File: config.mk
export PLATFORM = sky130hd
export DESIGN_NAME = gpc_bank
export DESIGN_NICKNAME = d
export VERILOG_FILES = /design/src/core/gpc_pkg.sv /design/src/core/gpc_bank.sv
export SDC_FILE = /design/constraint.sdc
export NUM_CORES = 1
export LEC_CHECK = 0
export BUFFER_PORTS_ARGS = -buffer_cell sky130_fd_sc_hd__buf_2
export CAP_MARGIN = 10
export CORE_ASPECT_RATIO = 1.25
export CORE_MARGIN = 3
export CORE_UTILIZATION = 58
export CTS_CLUSTER_SIZE = 14
export DETAILED_ROUTE_END_ITERATION = 12
export GPL_TIMING_DRIVEN = 0
export PLACE_DENSITY = 0.84
export SYNTH_ARGS = -nofsm -noshare
export SYNTH_HDL_FRONTEND = slang
export SYNTH_SLANG_ARGS = --single-unit
File: constraint.sdc
create_clock -name hclk -period 6.1 [get_ports hclk]
set_clock_uncertainty 0.1 [all_clocks]
set_input_delay 1.22 -clock hclk [delete_from_list [all_inputs] [get_ports hclk]]
set_output_delay 1.22 -clock hclk [all_outputs]
set_load 0.02 [all_outputs]
File: src/core/gpc_pkg.sv
// Package for the pad configuration bank: offsets, reset values, pad carrier types
package gpc_pkg;

    // ==========================================================================
    // Register byte offsets
    localparam logic [11:0] GPC_OFS_PULL_EN_FIRST  = 12'h060;
    localparam logic [11:0] GPC_OFS_PULL_EN_SECOND = 12'h064;
    localparam logic [11:0] GPC_OFS_AF_HI          = 12'h074;
    localparam logic [11:0] GPC_OFS_AF_HI_CLEAR    = 12'h07C;
    localparam logic [11:0] GPC_OFS_HYST_EN        = 12'h0A8;
    localparam logic [11:0] GPC_OFS_SLEW_SEL       = 12'h0AC;
    localparam logic [11:0] GPC_OFS_DRIVE_LO       = 12'h0B0;
    localparam logic [11:0] GPC_OFS_DRIVE_HI       = 12'h0B4;
    localparam logic [11:0] GPC_OFS_PULL_DIR       = 12'h0B8;
    localparam logic [11:0] GPC_OFS_VOLT_SEL       = 12'h0C0;

    // ==========================================================================
    // Reset values and bus codes
    localparam logic [31:0] GPC_RST_VALUE  = 32'h0000_0000;
    localparam logic [1:0]  GPC_HTRANS_NSQ = 2'h2;
    localparam logic [1:0]  GPC_HTRANS_SEQ = 2'h3;

    // ==========================================================================
    // Per-pin pad controls as one carrier
    typedef struct packed {
        logic [31:0] schmitt_en;   // 1 = Schmitt receiver
        logic [31:0] slew_slow;    // 1 = slow slew
        logic [31:0] drive_lo;     // Drive code bit 0
        logic [31:0] drive_hi;     // Drive code bit 1
        logic [31:0] pull_en;      // Weak pull resistor on
        logic [31:0] pull_up;      // 1 = pull-up, 0 = pull-down
    } gpc_pad_s;

endpackage : gpc_pkg

File: src/core/gpc_bank.sv
// AHB-Lite pad configuration register bank for one I/O port
//
// Implementation choice: register access over AHB-Lite.
`timescale 1ns/10ps
`default_nettype none

// What this block does
// - Atomic-clear ones clear second alternate-function bits
// - Hysteresis bit one selects Schmitt input
// - Slew bit zero fast, one slow
// - Two drive bits form four-level code
// - Serial-bus pins use only lower drive bit
// - Pull select chooses up/down while enabled
// - Slew select ignored on serial-bus pins
// - Pull enabled by OR of both enables
module gpc_bank
    import gpc_pkg::*;
#(
    parameter logic [31:0] BUS_PIN_MASK = 32'h0000_0000  // Pins with two-wire bus function
)(
    input  wire logic        hclk,
    input  wire logic        hresetn,
    input  wire logic        hsel,
    input  wire logic [31:0] haddr,
    input  wire logic [1:0]  htrans,
    input  wire logic        hwrite,
    input  wire logic [2:0]  hsize,
    input  wire logic [31:0] hwdata,
    input  wire logic        hready,
    output logic      [31:0] hrdata,
    output logic             hreadyout,
    output logic             hresp,
    output logic      [31:0] alt_function_select_hi,
    output var gpc_pad_s     pad_ctrl
);

    // ==========================================================================
    // Address phase capture
    logic        wr_pend_r;
    logic [11:0] wr_addr_r;
    logic        take;
    logic [31:0] pull_enable_first_r;
    logic [31:0] pull_enable_second_r;
    logic [31:0] af_hi_r;
    logic [31:0] hyst_r;
    logic [31:0] slew_r;
    logic [31:0] ds0_r;
    logic [31:0] ds1_r;
    logic [31:0] pull_dir_r;
    logic [31:0] rd_nxt;
    logic [31:0] pull_any;

    function automatic logic hit(input logic [11:0] a, input logic [11:0] ofs);
        hit = (a == ofs);
    endfunction : hit

    // Word offset of a bus address; the two low bits never select a register
    function automatic logic [11:0] word_ofs(input logic [31:0] a);
        word_ofs = a[11:0] & 12'hFFC;
    endfunction : word_ofs

    // Only word transfers are meaningful here; narrower sizes are treated as words
    assign take = hsel && hready && (htrans == GPC_HTRANS_NSQ || htrans == GPC_HTRANS_SEQ);

    // Write is held until its data phase, where hwdata is valid
    always_ff @(posedge hclk or negedge hresetn)
    begin
        if (!hresetn)
        begin
            wr_pend_r <= 1'b0;
            wr_addr_r <= 12'h000;
        end
        else
        begin
            wr_pend_r <= take && hwrite;
            if (take)
                wr_addr_r <= {haddr[11:2], 2'h0};
        end
    end

    // Zero-wait slave: ready from the first edge after reset, always OKAY
    always_ff @(posedge hclk or negedge hresetn)
    begin
        if (!hresetn)
        begin
            hreadyout <= 1'b0;
            hresp     <= 1'b0;
        end
        else
        begin
            hreadyout <= 1'b1;
            hresp     <= 1'b0;
        end
    end

    // The bus never stalls once out of reset, and never reports an error
    a_ready_after_reset: assert property (@(posedge hclk) disable iff (!hresetn)
        $past(hresetn) |-> hreadyout)
        else $error("ready low after reset");
    a_resp_okay: assert property (@(posedge hclk) disable iff (!hresetn)
        hresp == 1'b0)
        else $error("error response given");

    // ==========================================================================
    // Read/write configuration registers, one process per register so that
    // a fault in one pad concern cannot disturb the others
    // Pull enable, first of the two copies that are ORed
    always_ff @(posedge hclk or negedge hresetn)
    begin
        if (!hresetn)
            pull_enable_first_r <= GPC_RST_VALUE;
        else if (wr_pend_r && hit(wr_addr_r, GPC_OFS_PULL_EN_FIRST))
            pull_enable_first_r <= hwdata;
    end

    a_pull_first_write: assert property (@(posedge hclk) disable iff (!hresetn)
        wr_pend_r && hit(wr_addr_r, GPC_OFS_PULL_EN_FIRST)
        |=> pull_enable_first_r == $past(hwdata))
        else $error("first pull enable write lost");

    // Pull enable, second copy
    always_ff @(posedge hclk or negedge hresetn)
    begin
        if (!hresetn)
            pull_enable_second_r <= GPC_RST_VALUE;
        else if (wr_pend_r && hit(wr_addr_r, GPC_OFS_PULL_EN_SECOND))
            pull_enable_second_r <= hwdata;
    end

    a_pull_second_write: assert property (@(posedge hclk) disable iff (!hresetn)
        wr_pend_r && hit(wr_addr_r, GPC_OFS_PULL_EN_SECOND)
        |=> pull_enable_second_r == $past(hwdata))
        else $error("second pull enable write lost");

    // Input hysteresis enables
    always_ff @(posedge hclk or negedge hresetn)
    begin
        if (!hresetn)
            hyst_r <= GPC_RST_VALUE;
        else if (wr_pend_r && hit(wr_addr_r, GPC_OFS_HYST_EN))
            hyst_r <= hwdata;
    end

    a_hyst_write: assert property (@(posedge hclk) disable iff (!hresetn)
        wr_pend_r && hit(wr_addr_r, GPC_OFS_HYST_EN)
        |=> hyst_r == $past(hwdata))
        else $error("hysteresis write lost");

    // Slew select, one means slow
    always_ff @(posedge hclk or negedge hresetn)
    begin
        if (!hresetn)
            slew_r <= GPC_RST_VALUE;
        else if (wr_pend_r && hit(wr_addr_r, GPC_OFS_SLEW_SEL))
            slew_r <= hwdata;
    end

    a_slew_write: assert property (@(posedge hclk) disable iff (!hresetn)
        wr_pend_r && hit(wr_addr_r, GPC_OFS_SLEW_SEL)
        |=> slew_r == $past(hwdata))
        else $error("slew write lost");

    // Drive code, lower bit
    always_ff @(posedge hclk or negedge hresetn)
    begin
        if (!hresetn)
            ds0_r <= GPC_RST_VALUE;
        else if (wr_pend_r && hit(wr_addr_r, GPC_OFS_DRIVE_LO))
            ds0_r <= hwdata;
    end

    a_drive_lo_write: assert property (@(posedge hclk) disable iff (!hresetn)
        wr_pend_r && hit(wr_addr_r, GPC_OFS_DRIVE_LO)
        |=> ds0_r == $past(hwdata))
        else $error("drive low write lost");

    // Drive code, upper bit; stored for bus pins too, masked only at the pad
    always_ff @(posedge hclk or negedge hresetn)
    begin
        if (!hresetn)
            ds1_r <= GPC_RST_VALUE;
        else if (wr_pend_r && hit(wr_addr_r, GPC_OFS_DRIVE_HI))
            ds1_r <= hwdata;
    end

    a_drive_hi_write: assert property (@(posedge hclk) disable iff (!hresetn)
        wr_pend_r && hit(wr_addr_r, GPC_OFS_DRIVE_HI)
        |=> ds1_r == $past(hwdata))
        else $error("drive high write lost");

    // Pull direction stored as written; bus pins are software's duty
    // so a wrong setting there reads back exactly as software left it
    always_ff @(posedge hclk or negedge hresetn)
    begin
        if (!hresetn)
            pull_dir_r <= GPC_RST_VALUE;
        else if (wr_pend_r && hit(wr_addr_r, GPC_OFS_PULL_DIR))
            pull_dir_r <= hwdata;
    end

    a_pull_dir_write: assert property (@(posedge hclk) disable iff (!hresetn)
        wr_pend_r && hit(wr_addr_r, GPC_OFS_PULL_DIR)
        |=> pull_dir_r == $past(hwdata))
        else $error("pull direction write lost");

    // Second alternate-function select: direct write or atomic clear of ones
    always_ff @(posedge hclk or negedge hresetn)
    begin
        if (!hresetn)
            af_hi_r <= GPC_RST_VALUE;
        else if (wr_pend_r && hit(wr_addr_r, GPC_OFS_AF_HI))
            af_hi_r <= hwdata;
        else if (wr_pend_r && hit(wr_addr_r, GPC_OFS_AF_HI_CLEAR))
            af_hi_r <= af_hi_r & ~hwdata;
    end

    // ==========================================================================
    // Read mux; clear and voltage registers hold nothing and read zero
    always_comb
    begin
        rd_nxt = 32'h0000_0000;
        unique case (word_ofs(haddr))
            GPC_OFS_PULL_EN_FIRST:  rd_nxt = pull_enable_first_r;
            GPC_OFS_PULL_EN_SECOND: rd_nxt = pull_enable_second_r;
            GPC_OFS_AF_HI:          rd_nxt = af_hi_r;
            GPC_OFS_AF_HI_CLEAR:    rd_nxt = 32'h0000_0000;
            GPC_OFS_HYST_EN:        rd_nxt = hyst_r;
            GPC_OFS_SLEW_SEL:       rd_nxt = slew_r;
            GPC_OFS_DRIVE_LO:       rd_nxt = ds0_r;
            GPC_OFS_DRIVE_HI:       rd_nxt = ds1_r;
            GPC_OFS_PULL_DIR:       rd_nxt = pull_dir_r;
            GPC_OFS_VOLT_SEL:       rd_nxt = GPC_RST_VALUE;
            default:                rd_nxt = 32'h0000_0000;
        endcase
    end

    // Read data registered so it stands during the data phase
    always_ff @(posedge hclk or negedge hresetn)
    begin
        if (!hresetn)
            hrdata <= 32'h0000_0000;
        else if (take && !hwrite)
            hrdata <= rd_nxt;
    end

    // Read data carries the register as it stood when the read was taken
    a_hyst_read: assert property (@(posedge hclk) disable iff (!hresetn)
        take && !hwrite && word_ofs(haddr) == GPC_OFS_HYST_EN
        |=> hrdata == $past(hyst_r))
        else $error("hysteresis read wrong");
    a_af_read: assert property (@(posedge hclk) disable iff (!hresetn)
        take && !hwrite && word_ofs(haddr) == GPC_OFS_AF_HI
        |=> hrdata == $past(af_hi_r))
        else $error("alternate select read wrong");

    // ==========================================================================
    // Pad drive, registered so each output is a flip-flop
    // Either pull-enable copy turns the weak resistor on; both pad fields share it
    assign pull_any = pull_enable_first_r | pull_enable_second_r;

    // Pad output registers
    always_ff @(posedge hclk or negedge hresetn)
    begin
        if (!hresetn)
        begin
            pad_ctrl               <= '0;
            alt_function_select_hi <= GPC_RST_VALUE;
        end
        else
        begin
            alt_function_select_hi <= af_hi_r;
            pad_ctrl.schmitt_en    <= hyst_r;
            pad_ctrl.slew_slow     <= slew_r & ~BUS_PIN_MASK;
            pad_ctrl.drive_lo      <= ds0_r;
            pad_ctrl.drive_hi      <= ds1_r & ~BUS_PIN_MASK;
            pad_ctrl.pull_en       <= pull_any;
            // Direction is masked by enable so a floating pin shows no pull
            pad_ctrl.pull_up       <= pull_dir_r & pull_any;
        end
    end

    // Outputs follow their registers one cycle later
    a_af_out: assert property (@(posedge hclk) disable iff (!hresetn)
        ##1 alt_function_select_hi == $past(af_hi_r))
        else $error("alternate select output wrong");
    a_drive_hi_out: assert property (@(posedge hclk) disable iff (!hresetn)
        ##1 pad_ctrl.drive_hi == ($past(ds1_r) & ~BUS_PIN_MASK))
        else $error("drive high bit wrong");
    a_pull_up_out: assert property (@(posedge hclk) disable iff (!hresetn)
        ##1 pad_ctrl.pull_up == ($past(pull_dir_r) & $past(pull_any)))
        else $error("pull direction output wrong");

    // ==========================================================================
    // Checks
    a_clear_atomic: assert property (@(posedge hclk) disable iff (!hresetn)
        wr_pend_r && hit(wr_addr_r, GPC_OFS_AF_HI_CLEAR)
        |=> af_hi_r == ($past(af_hi_r) & ~$past(hwdata)))
        else $error("atomic clear wrong");
    a_hyst_out: assert property (@(posedge hclk) disable iff (!hresetn)
        ##1 pad_ctrl.schmitt_en == $past(hyst_r))
        else $error("hysteresis output wrong");
    a_slew_out: assert property (@(posedge hclk) disable iff (!hresetn)
        ##1 pad_ctrl.slew_slow == ($past(slew_r) & ~BUS_PIN_MASK))
        else $error("slew output wrong");
    a_drive_code: assert property (@(posedge hclk) disable iff (!hresetn)
        ##1 pad_ctrl.drive_lo == $past(ds0_r))
        else $error("drive low bit wrong");
    a_bus_drive: assert property (@(posedge hclk) disable iff (!hresetn)
        (pad_ctrl.drive_hi & BUS_PIN_MASK) == 32'h0000_0000)
        else $error("bus pin upper drive used");
    a_pull_dir: assert property (@(posedge hclk) disable iff (!hresetn)
        (pad_ctrl.pull_up & ~pad_ctrl.pull_en) == 32'h0000_0000)
        else $error("pull direction without enable");
    a_bus_slew: assert property (@(posedge hclk) disable iff (!hresetn)
        (pad_ctrl.slew_slow & BUS_PIN_MASK) == 32'h0000_0000)
        else $error("bus pin slew applied");
    a_pull_or: assert property (@(posedge hclk) disable iff (!hresetn)
        ##1 pad_ctrl.pull_en == ($past(pull_enable_first_r) | $past(pull_enable_second_r)))
        else $error("pull enable not OR");
    a_clear_read: assert property (@(posedge hclk) disable iff (!hresetn)
        take && !hwrite && word_ofs(haddr) == GPC_OFS_AF_HI_CLEAR
        |=> hrdata == 32'h0000_0000)
        else $error("clear register read nonzero");
    a_volt_read: assert property (@(posedge hclk) disable iff (!hresetn)
        take && !hwrite && word_ofs(haddr) == GPC_OFS_VOLT_SEL
        |=> hrdata == 32'h0000_0000)
        else $error("voltage register read nonzero");

    c_clear_used: cover property (@(posedge hclk) disable iff (!hresetn)
        wr_pend_r && hit(wr_addr_r, GPC_OFS_AF_HI_CLEAR) && (hwdata & af_hi_r) != 32'h0);
    c_pull_up_on: cover property (@(posedge hclk) disable iff (!hresetn)
        pad_ctrl.pull_up != 32'h0);
    c_drive_max: cover property (@(posedge hclk) disable iff (!hresetn)
        (pad_ctrl.drive_lo & pad_ctrl.drive_hi) != 32'h0);
    c_read_back: cover property (@(posedge hclk) disable iff (!hresetn)
        take && !hwrite ##1 hrdata != 32'h0);
    c_word_write: cover property (@(posedge hclk) disable iff (!hresetn)
        take && hwrite && hsize == 3'h2);

endmodule : gpc_bank

`default_nettype wire

After elaboration in Yosys (flattened, before gate mapping):

Cells that the tools add are included.

* mux-type cells: 3
* bitwise operators: 4
* eq/ne operators: 19
* reduce and logical (&&, ||, !) cells: 16

Operators by type and width (number)
* $pmux W32 S8: 1
* $eq A10 B6 Y1 const B: 10
* $eq A10 B5 Y1 const B: 7
* $and A32 B32 Y32: 2
* $mux W32: 2
* $not A32 Y32: 1
* $or A32 B32 Y32: 1
* $logic_and A1 B1 Y1: 13
* $eq A2 B2 Y1 const B: 2
* $reduce_bool A2 Y1: 1
* $logic_not A1 Y1: 1
* $logic_or A1 B1 Y1: 1

* output and inout port bits: 258
* register bits: 524

Depth between registers and ports, before layout:

Gate-level depths: netlist of run 1.

* depth after elaboration: 4
* gate-level depth with buffers: 9
* depth with buffers taken out: 5

Worst setup path after synthesis of run 1:

Ideal clock, no wire load.

* kind: input port to flip-flop
* from: input haddr[2]
* to: register hrdata[18]
* data required time: 5870 ps
* stages on the path: 6
* path slack: 3110 ps
* data arrival time: 2760 ps
* cells stage by stage: buf_2 buf_2 buf_1 mux2_2 a222oi_1 a21oi_1

* cells in the longest elaborated chain, start to end: 2
* elaborated cells between the ends (all ways): 9
* classes of those cells: 8 x eq/ne; 1 x mux

RTL lines
* start: declaration: RTL line gpc_bank.sv:24 `input wire logic [31:0] haddr,`
* $eq A10 B6 Y1 or $eq A10 B5 Y1 (tied branches): RTL line gpc_bank.sv:222 `unique case (word_ofs(haddr))`
* $pmux W32 S8 *: RTL line gpc_bank.sv:222
* end signal: assignment: RTL line gpc_bank.sv:243 `hrdata <= rd_nxt;`
* end: declaration: RTL line gpc_bank.sv:30 `output logic [31:0] hrdata,`

Every way passes the cells marked *; elsewhere a longest branch is shown, timed or not.
A chain may end at the register's enable or synchronous reset.

Worst setup path in the final report of run 1:

* from: input haddr[3]
* to: register hrdata[1]

The elaborated chain is that of the path after synthesis.

==> summary.md, run 1 <==
| Metric | Value |
|---|---|
| Status | `complete, no violations` |
| Post-synth EDFFs | `0` |
| DP Wirelength | `38150 um` |
| RSZ-0062 raised after global routing | `no` |
| Layout cells sized above 1 | `0.4020` |
| Most frequent cell after synthesis | `dfrtp_1` |
| Final-stage net count | `1815` |
| CORE AREA | `32960 um2` |
| GR Util met3 | `0.08536` |
| Critical path class | `primary input to flip-flop` |
| Mapped Cells | `1385` |
| Area leader, netlist | `dfrtp_1` |
| Pleak | `11.47 nW` |
| Met2 usage | `0.5054` |
| Peak supply drop | `0.2691 mV` |
| Async SR Flop Fraction | `1.000` |
| Clk buf depth | `3` |
| Clk Latency, worst-skew pair | `0.57 ns` |
| Critical Path Fanout Max | `10` |
| Routed len/inst | `26.24 um` |
| Gpl congestion | `0.9454` |
| P per Cell Area | `310.4 nW/um2` |
| Netlist cell types | `53` |
| Clk pwr share | `0.437` |
| Max transition margin | `0.1984` |
| Area grow syn2layout | `19.69%` |
| Post-synthesis cell area | `19540 um2` |
| Mapped Nets | `1459` |
| # fillers | `2142` |
| Area fraction of the dominant cell type after synthesis | `0.6711` |
| Tcrit/Tclk final | `0.6067` |
| Post-Place Setup Slack | `1.926 ns` |
| Critical Path RT | `6.48 ns` |
| Setup WS post-layout | `2.399 ns` |
| Worst hold path type | `flip-flop to flip-flop` |
| Final Cell Area | `23380 um2` |
| Initial antenna violation count | `6` |
| Final wirelength | `57630 um` |
| Dpl cell area | `21690 um2` |
| # Post-CTS Setup Buffers | `0` |
| GR peak layer | `met2` |
| CTS tree | `done` |
| Vias in the first global route | `14029` |
| CTS Hold Buffers Added | `0` |
| Synth cell count leaders | `dfrtp_1 (524), mux2_2 (254), nand2_1 (116)` |
| Pin count of the biggest net entering global routing | `133` |
| YS warnings | `0` |
| Fin. max-slew vios | `0` |
| Die Width | `170.2 um` |
| H-tree level count | `2` |
| Top Ports | `332` |
| Comb power frac | `0.061` |
| Max_cap viols | `0` |
| Sw Pwr | `0.001640 W` |
| Worst-Margin Slew | `1.202 ns` |
| Register area share after synthesis | `0.6711` |
| Top FF cell, synth | `dfrtp_1` |
| Cts bufs inserted | `49` |
| Achievable Freq | `270.2 MHz` |
| Clock sink count | `524` |
| Detail Route Antenna Nets | `0` |
| Die height | `211.2 um` |
| Syn Area/Cell | `14.11 um2` |
| Root buf cell | `clkbuf_16` |
| Vias post-DR | `13676` |
| Post-route DRC | `0` |
| Initial Util | `0.5927` |
| Via density per instance | `6.228` |
| Met1 global-route usage | `0.4142` |
| All-Layer GR Usage | `0.3228` |
| Fin. Hold Viols | `0` |
| Clock slew at reported path FFs | `0.06 ns` |
| CP Capture Type | `flip-flop` |
| Crit start category | `primary input` |
| First-pass GRT wire length | `85910 um` |
| Row count | `74` |
| Internal | `0.005618 W` |
| Register bit total from synthesis | `524` |
| Final setup violation count | `0` |
| I/O Buffers | `301` |
| Drt first pass iters | `6` |
| Switching share of power | `0.2260` |
| Post-CTS Resized | `0` |
| Synth area leaders | `dfrtp_1 (67%), mux2_2 (15%), nand2_1 (2.2%)` |
| Seq pwr share | `0.502` |
| Tmin final | `3.701 ns` |
| Gr ovfl total | `0` |
| Die area | `35940 um2` |
| Arrival @ worst endpoint | `4.08 ns` |
| Iteration-0 DRC Markers | `1658` |
## placed cells by master (no fill, tap or decap), types with 5 or more instances in the layout
| cell type | n |
|---|---|
| or2_2 | 32 |
| and2_1 | 33 |
| bufinv_16 | 6 |
| buf_1 | 9 |
| clkbuf_16 | 51 |
| o22ai_1 | 5 |
| a211oi_1 | 19 |
| mux2i_1 | 21 |
| clkinv_2 | 9 |
| mux2_2 | 254 |
| a222oi_1 | 18 |
| buf_2 | 324 |
| a22oi_1 | 30 |
| o21ai_0 | 59 |
| or3_1 | 6 |
| a22o_1 | 33 |
| a21oi_1 | 40 |
| nor2b_1 | 5 |
| o21bai_1 | 11 |
| nand2_1 | 116 |
| clkbuf_1 | 51 |
| nor2_1 | 30 |
| dfrtp_1 | 524 |
| clkbuf_8 | 10 |
| nand3_1 | 14 |
## worst paths after layout
check / from / to / slack (ns) / cells after the start
max in group asynchronous: hresetn / pad_ctrl[89] / 3.80 / 3
worst min-delay path: ds1_r[15] / pad_ctrl[79] / 0.28 / 0
worst max-delay path: haddr[3] / hrdata[1] / 2.40 / 7
worst min register to register: ds1_r[15] / pad_ctrl[79] / 0.28 / 0
min in group asynchronous: hresetn / hreadyout / 0.50 / 1
worst max register to register: wr_addr_r[11] / af_hi_r[25] / 3.08 / 6
## kinds of logic after synthesis
family / Yosys count / share of synthesized area
AO/OA/AOI/OAI: 231 / 0.08191
flip-flops: 524 / 0.6711
AND/OR/NAND/NOR: 269 / 0.07057
buffers and inverters: 84 / 0.01883
multiplexers: 275 / 0.1572
other: 2 / 0.0003844
## flip-flops by register name, summed over array words and instances, names as in the netlist
signal and count:
hrdata 32, pull_dir_r 32, pad_ctrl 192, slew_r 32, hreadyout 1, pull_enable_second_r 32
wr_pend_r 1, hyst_r 32, af_hi_r 32, ds1_r 32, pull_enable_first_r 32, ds0_r 32
alt_function_select_hi 32, wr_addr_r 10
## per-stage QoR
step | setup TNS [ns] | power (W) | hold WS [ns] | util | instances
floorplan | 0 | 0.003894 | 0.2537 | - | 1385
global placement | -3204.83 | 0.004114 | 0.2604 | 0.6543 | 2104
detailed placement | 0 | 0.004138 | 0.2707 | 0.6579 | 2108
CTS | 0 | 0.007281 | 0.2824 | 0.7093 | 2194
global route | 0 | 0.007463 | 0.2924 | 0.7093 | 2194
finish | 0 | 0.007258 | 0.2845 | 0.7095 | 2196
## routing by layer
layer | part of all wire | wire length, um
met5 | 0.0010 | 60
met4 | 0.060 | 3444
met3 | 0.099 | 5724
met2 | 0.47 | 27350
met1 | 0.37 | 21050
## power groups by stage
stage	sequential [W]	clock (W)	combinational, W
after global placement	0.00370	0	0.000414
after detailed placement	0.00370	0	0.000436
after CTS	0.00364	0.00320	0.000439
final	0.00364	0.00317	0.000440
after global routing	0.00365	0.00334	0.000473
after floorplan	0.00375	0	0.000145
## final cells by class
| class | count | area (um2) | share of cell area |
|---|---|---|---|
| clock buffer | 67 | 1436 | 0.06142 |
| tap | 418 | 523.0 | 0.02236 |
| buffer | 82 | 360.3 | 0.01541 |
| timing repair buffer | 305 | 1627 | 0.06956 |
| clock inverter | 19 | 256.5 | 0.01097 |
| multi-input combinational | 777 | 6057 | 0.2590 |
| inverter | 2 | 7.507 | 0.0003210 |
| sequential | 524 | 13110 | 0.5607 |
| antenna | 2 | 5.005 | 0.0002140 |
## critical path, cell delays in order
cell and delay [ns]:
clkbuf_1 0.45, nor2b_1 0.54, and3_1 0.22, clkbuf_1 0.56
clkbuf_1 0.71, a21oi_1 0.18, a21oi_1 0.18
Note: power is estimated with default switching activity, not from simulation.
==> run 2: changes to the inputs <==
--- a/config.mk
+++ b/config.mk
@@ -5,15 +5,16 @@
 export SDC_FILE = /design/constraint.sdc
 export NUM_CORES = 1
 export LEC_CHECK = 0
+export ABC_AREA = 1
 export BUFFER_PORTS_ARGS = -buffer_cell sky130_fd_sc_hd__buf_2
 export CAP_MARGIN = 10
 export CORE_ASPECT_RATIO = 1.25
 export CORE_MARGIN = 3
-export CORE_UTILIZATION = 58
+export CORE_UTILIZATION = 51
 export CTS_CLUSTER_SIZE = 14
 export DETAILED_ROUTE_END_ITERATION = 12
 export GPL_TIMING_DRIVEN = 0
-export PLACE_DENSITY = 0.84
+export PLACE_DENSITY = 0.78
 export SYNTH_ARGS = -nofsm -noshare
 export SYNTH_HDL_FRONTEND = slang
 export SYNTH_SLANG_ARGS = --single-unit
==> constraint.sdc (replaced) <==
create_clock -name hclk -period 3.1 [get_ports hclk]
set_clock_uncertainty 0.1 [all_clocks]
set_input_delay 0.62 -clock hclk [delete_from_list [all_inputs] [get_ports hclk]]
set_output_delay 0.62 -clock hclk [all_outputs]
set_load 0.02 [all_outputs]
==> run 2 against run 1 <==
  * Die area grew 15%
  * Critical path type is now primary input to asynchronous set/reset pin
  * Cell count grew 30%
  * Wire length grew 18%
==> summary.md, run 2 <==
| Metric | Value |
|---|---|
| Syn Area/Cell | `10.14 um2` |
| Die Width | `182.4 um` |
| Clk buf depth | `3` |
| Top FF cell, synth | `dfrtp_1` |
| Multi-input logic area | `5974 um2` |
| Iteration-0 DRC Markers | `2257` |
| Via density per instance | `5.968` |
| Most frequent cells in the layout | `nand2_1 (548), dfrtp_1 (524), buf_2 (368)` |
| Cts bufs inserted | `49` |
| All-Layer GR Usage | `0.3251` |
| H-tree level count | `2` |
| Netlist cell types | `28` |
| Tcrit/Tclk final | `0.7518` |
| Cell family with most CP delay | `buffers and inverters` |
| CP max stage delay | `0.56 ns` |
| Area grow syn2layout | `19.53%` |
| Drt first pass iters | `6` |
| RSZ-0062 raised after global routing | `no` |
| Status | `complete, no violations` |
| Inst Count DP | `2757` |
| Final cell count without fillers | `2844` |
| Clock sink count | `524` |
| Layout cells sized above 1 | `0.2247` |
| DP Wirelength | `46760 um` |
| Most common cell after layout, fill and taps aside | `nand2_1` |
| Die height | `226.5 um` |
| CORE AREA | `38340 um2` |
| Post-route DRC | `0` |
| Tmin final | `2.331 ns` |
| Root buf cell | `clkbuf_16` |
| Post-CTS Resized | `0` |
| Reg with most FFs | `pad_ctrl` |
| Post-Place Setup Slack | `0.6147 ns` |
| Register bit total from synthesis | `524` |
| Vias in the first global route | `17000` |
| Area fraction of the dominant cell type after synthesis | `0.6610` |
| Max_cap viols | `0` |
| Synth cell count leaders | `nand2_1 (548), dfrtp_1 (524), o21ai_0 (206)` |
| # Post-CTS Setup Buffers | `0` |
| Worst-Margin Slew | `0.8867 ns` |
| Async SR Flop Fraction | `1.000` |
| Final-stage net count | `2391` |
| Fin. max-slew vios | `0` |
| Total power | `0.01384 W` |
| Worst reg-to-reg setup slack | `0.84 ns` |
| Achievable Freq | `429.1 MHz` |
| Row count | `80` |
| Initial Util | `0.5175` |
| Worst hold path type | `primary input to flip-flop` |
| Hold Path Cell Cnt | `3` |
| Clock slew at reported path FFs | `0.06 ns` |
| Accumulated negative setup slack | `0 ns` |
| Final wirelength | `67990 um` |
| Crit path depth | `4` |
| CTS Hold Buffers Added | `1` |
| Pin count of the biggest net entering global routing | `130` |
| RR Endpoint | `slew_r[17]` |
| Crit start category | `primary input` |
| # fillers | `3084` |
| Worst Path Buf+Inv | `4` |
| Worst r2r src | `wr_addr_r[9]` |
| CP endpoint | `alt_function_select_hi[9]` |
| Slowest CP cell | `dlygate4sd3_1` |
| First-pass GRT wire length | `100900 um` |
| Critical path class | `primary input to asynchronous set/reset pin` |
| CP dominant cell by count | `buf_16` |
| Most frequent cell after synthesis | `nand2_1` |
| Peak supply drop | `0.4745 mV` |
| Gpl congestion | `0.9571` |
| Pleak | `11.28 nW` |
| Mapped Nets | `2031` |
| Critical Path RT | `3.64 ns` |
| Vias post-DR | `16973` |
| Max transition margin | `0.4088` |
| Mapped Cells | `1957` |
| Reg2Reg Depth | `7` |
| Post-synth EDFFs | `0` |
| Final setup violation count | `0` |
| P per Cell Area | `583.5 nW/um2` |
| Setup WS post-layout | `0.7693 ns` |
| Die area | `41320 um2` |
| CP Capture Type | `asynchronous set/reset pin` |
| Gr ovfl total | `0` |
| Post-synthesis cell area | `19840 um2` |
| Detail Route Antenna Nets | `0` |
| Arrival @ worst endpoint | `2.87 ns` |
| CTS tree | `done` |
| Top Ports | `332` |
| Clk Latency, worst-skew pair | `0.58 ns` |
| Max FFs per register | `192` |
| Critical Path Fanout Max | `129` |
| Register area share after synthesis | `0.6610` |
| I/O Buffers | `304` |
| Worst path cell trace | `dlygate4sd3_1, buf_8, buf_16, buf_16` |
| Storage element area | `13110 um2` |
| Fin. Hold Viols | `0` |
| Routed len/inst | `23.91 um` |
| Synth area leaders | `dfrtp_1 (66%), nand2_1 (10%), o21ai_0 (5.2%)` |
| YS warnings | `0` |
| Crit path from | `hresetn` |
| Area leader, netlist | `dfrtp_1` |
| Initial antenna violation count | `2` |
## run 2: changes by cell type in the layout (fill, tap and decap cells not counted), sizes merged, moves of 30 or more
cell / change
a21oi: -40
nor2: +94
nand4: +127
a22o: -33
mux2: -252
and2: -33
o21a: +32
nand2: +443
inv: +47
buf: +47
a22oi: -30
o21ai: +173
nand3: +105
## run 2: through the flow
| step | instance area, um2 | hold slack, ns | utilization |
|---|---|---|---|
| after floorplan | 19840 | 0.2244 | - |
| after global placement | 21970 | 0.2837 | 0.5732 |
| after detailed placement | 22090 | 0.2922 | 0.5763 |
| after CTS | 23710 | 0.1690 | 0.6184 |
| after global routing | 23710 | 0.1994 | 0.6184 |
| final | 23710 | 0.1953 | 0.6185 |
## run 2: worst reg2reg max path, delay by kind of cell (launching register included)
family	cells	cell delay (ns)
buf+inv	1	0.50
flops	1	0.38
simple gates	5	1.02
compound gates	1	0.10
## run 2: power by group
part	switching, W	internal [W]
clock network	0.00260	0.00348
registers	0.000109	0.00697
logic	0.000515	0.000159
total	0.00323	0.0106
## run 2: cell families after synthesis
| kind of cell | synth area share |
|---|---|
| flip-flops | 0.6610 |
| AO/OA/AOI/OAI | 0.08073 |
| buffers and inverters | 0.03784 |
| AND/OR/NAND/NOR | 0.2189 |
| multiplexers | 0.001135 |
| other | 0.0003786 |
## run 2: final cells by class
type,instances,area share
Antenna cell,2,0.0002111
Buffer,118,0.02406
Clock buffer,64,0.05841
Clock inverter,20,0.009129
Inverter,48,0.007599
Multi-Input combinational cell,1267,0.2520
Sequential cell,524,0.5530
Tap cell,492,0.02596
Timing Repair Buffer,309,0.06965
## run 2: how the worst min path moves through the flow
stage,from,end
floorplan,hresetn,af_hi_r[0]
global placement,ds0_r[5],pad_ctrl[101]
detailed placement,ds0_r[13],pad_ctrl[109]
CTS,hwrite,wr_pend_r
global route,hwrite,wr_pend_r
finish,hwrite,wr_pend_r
## run 2: layer usage
metal | GRT usage | routed length, um
met1 | 0.4027 | 23810
met2 | 0.5186 | 31580
met3 | 0.06739 | 7242
met4 | 0.2185 | 5341
met5 | 0 | 13
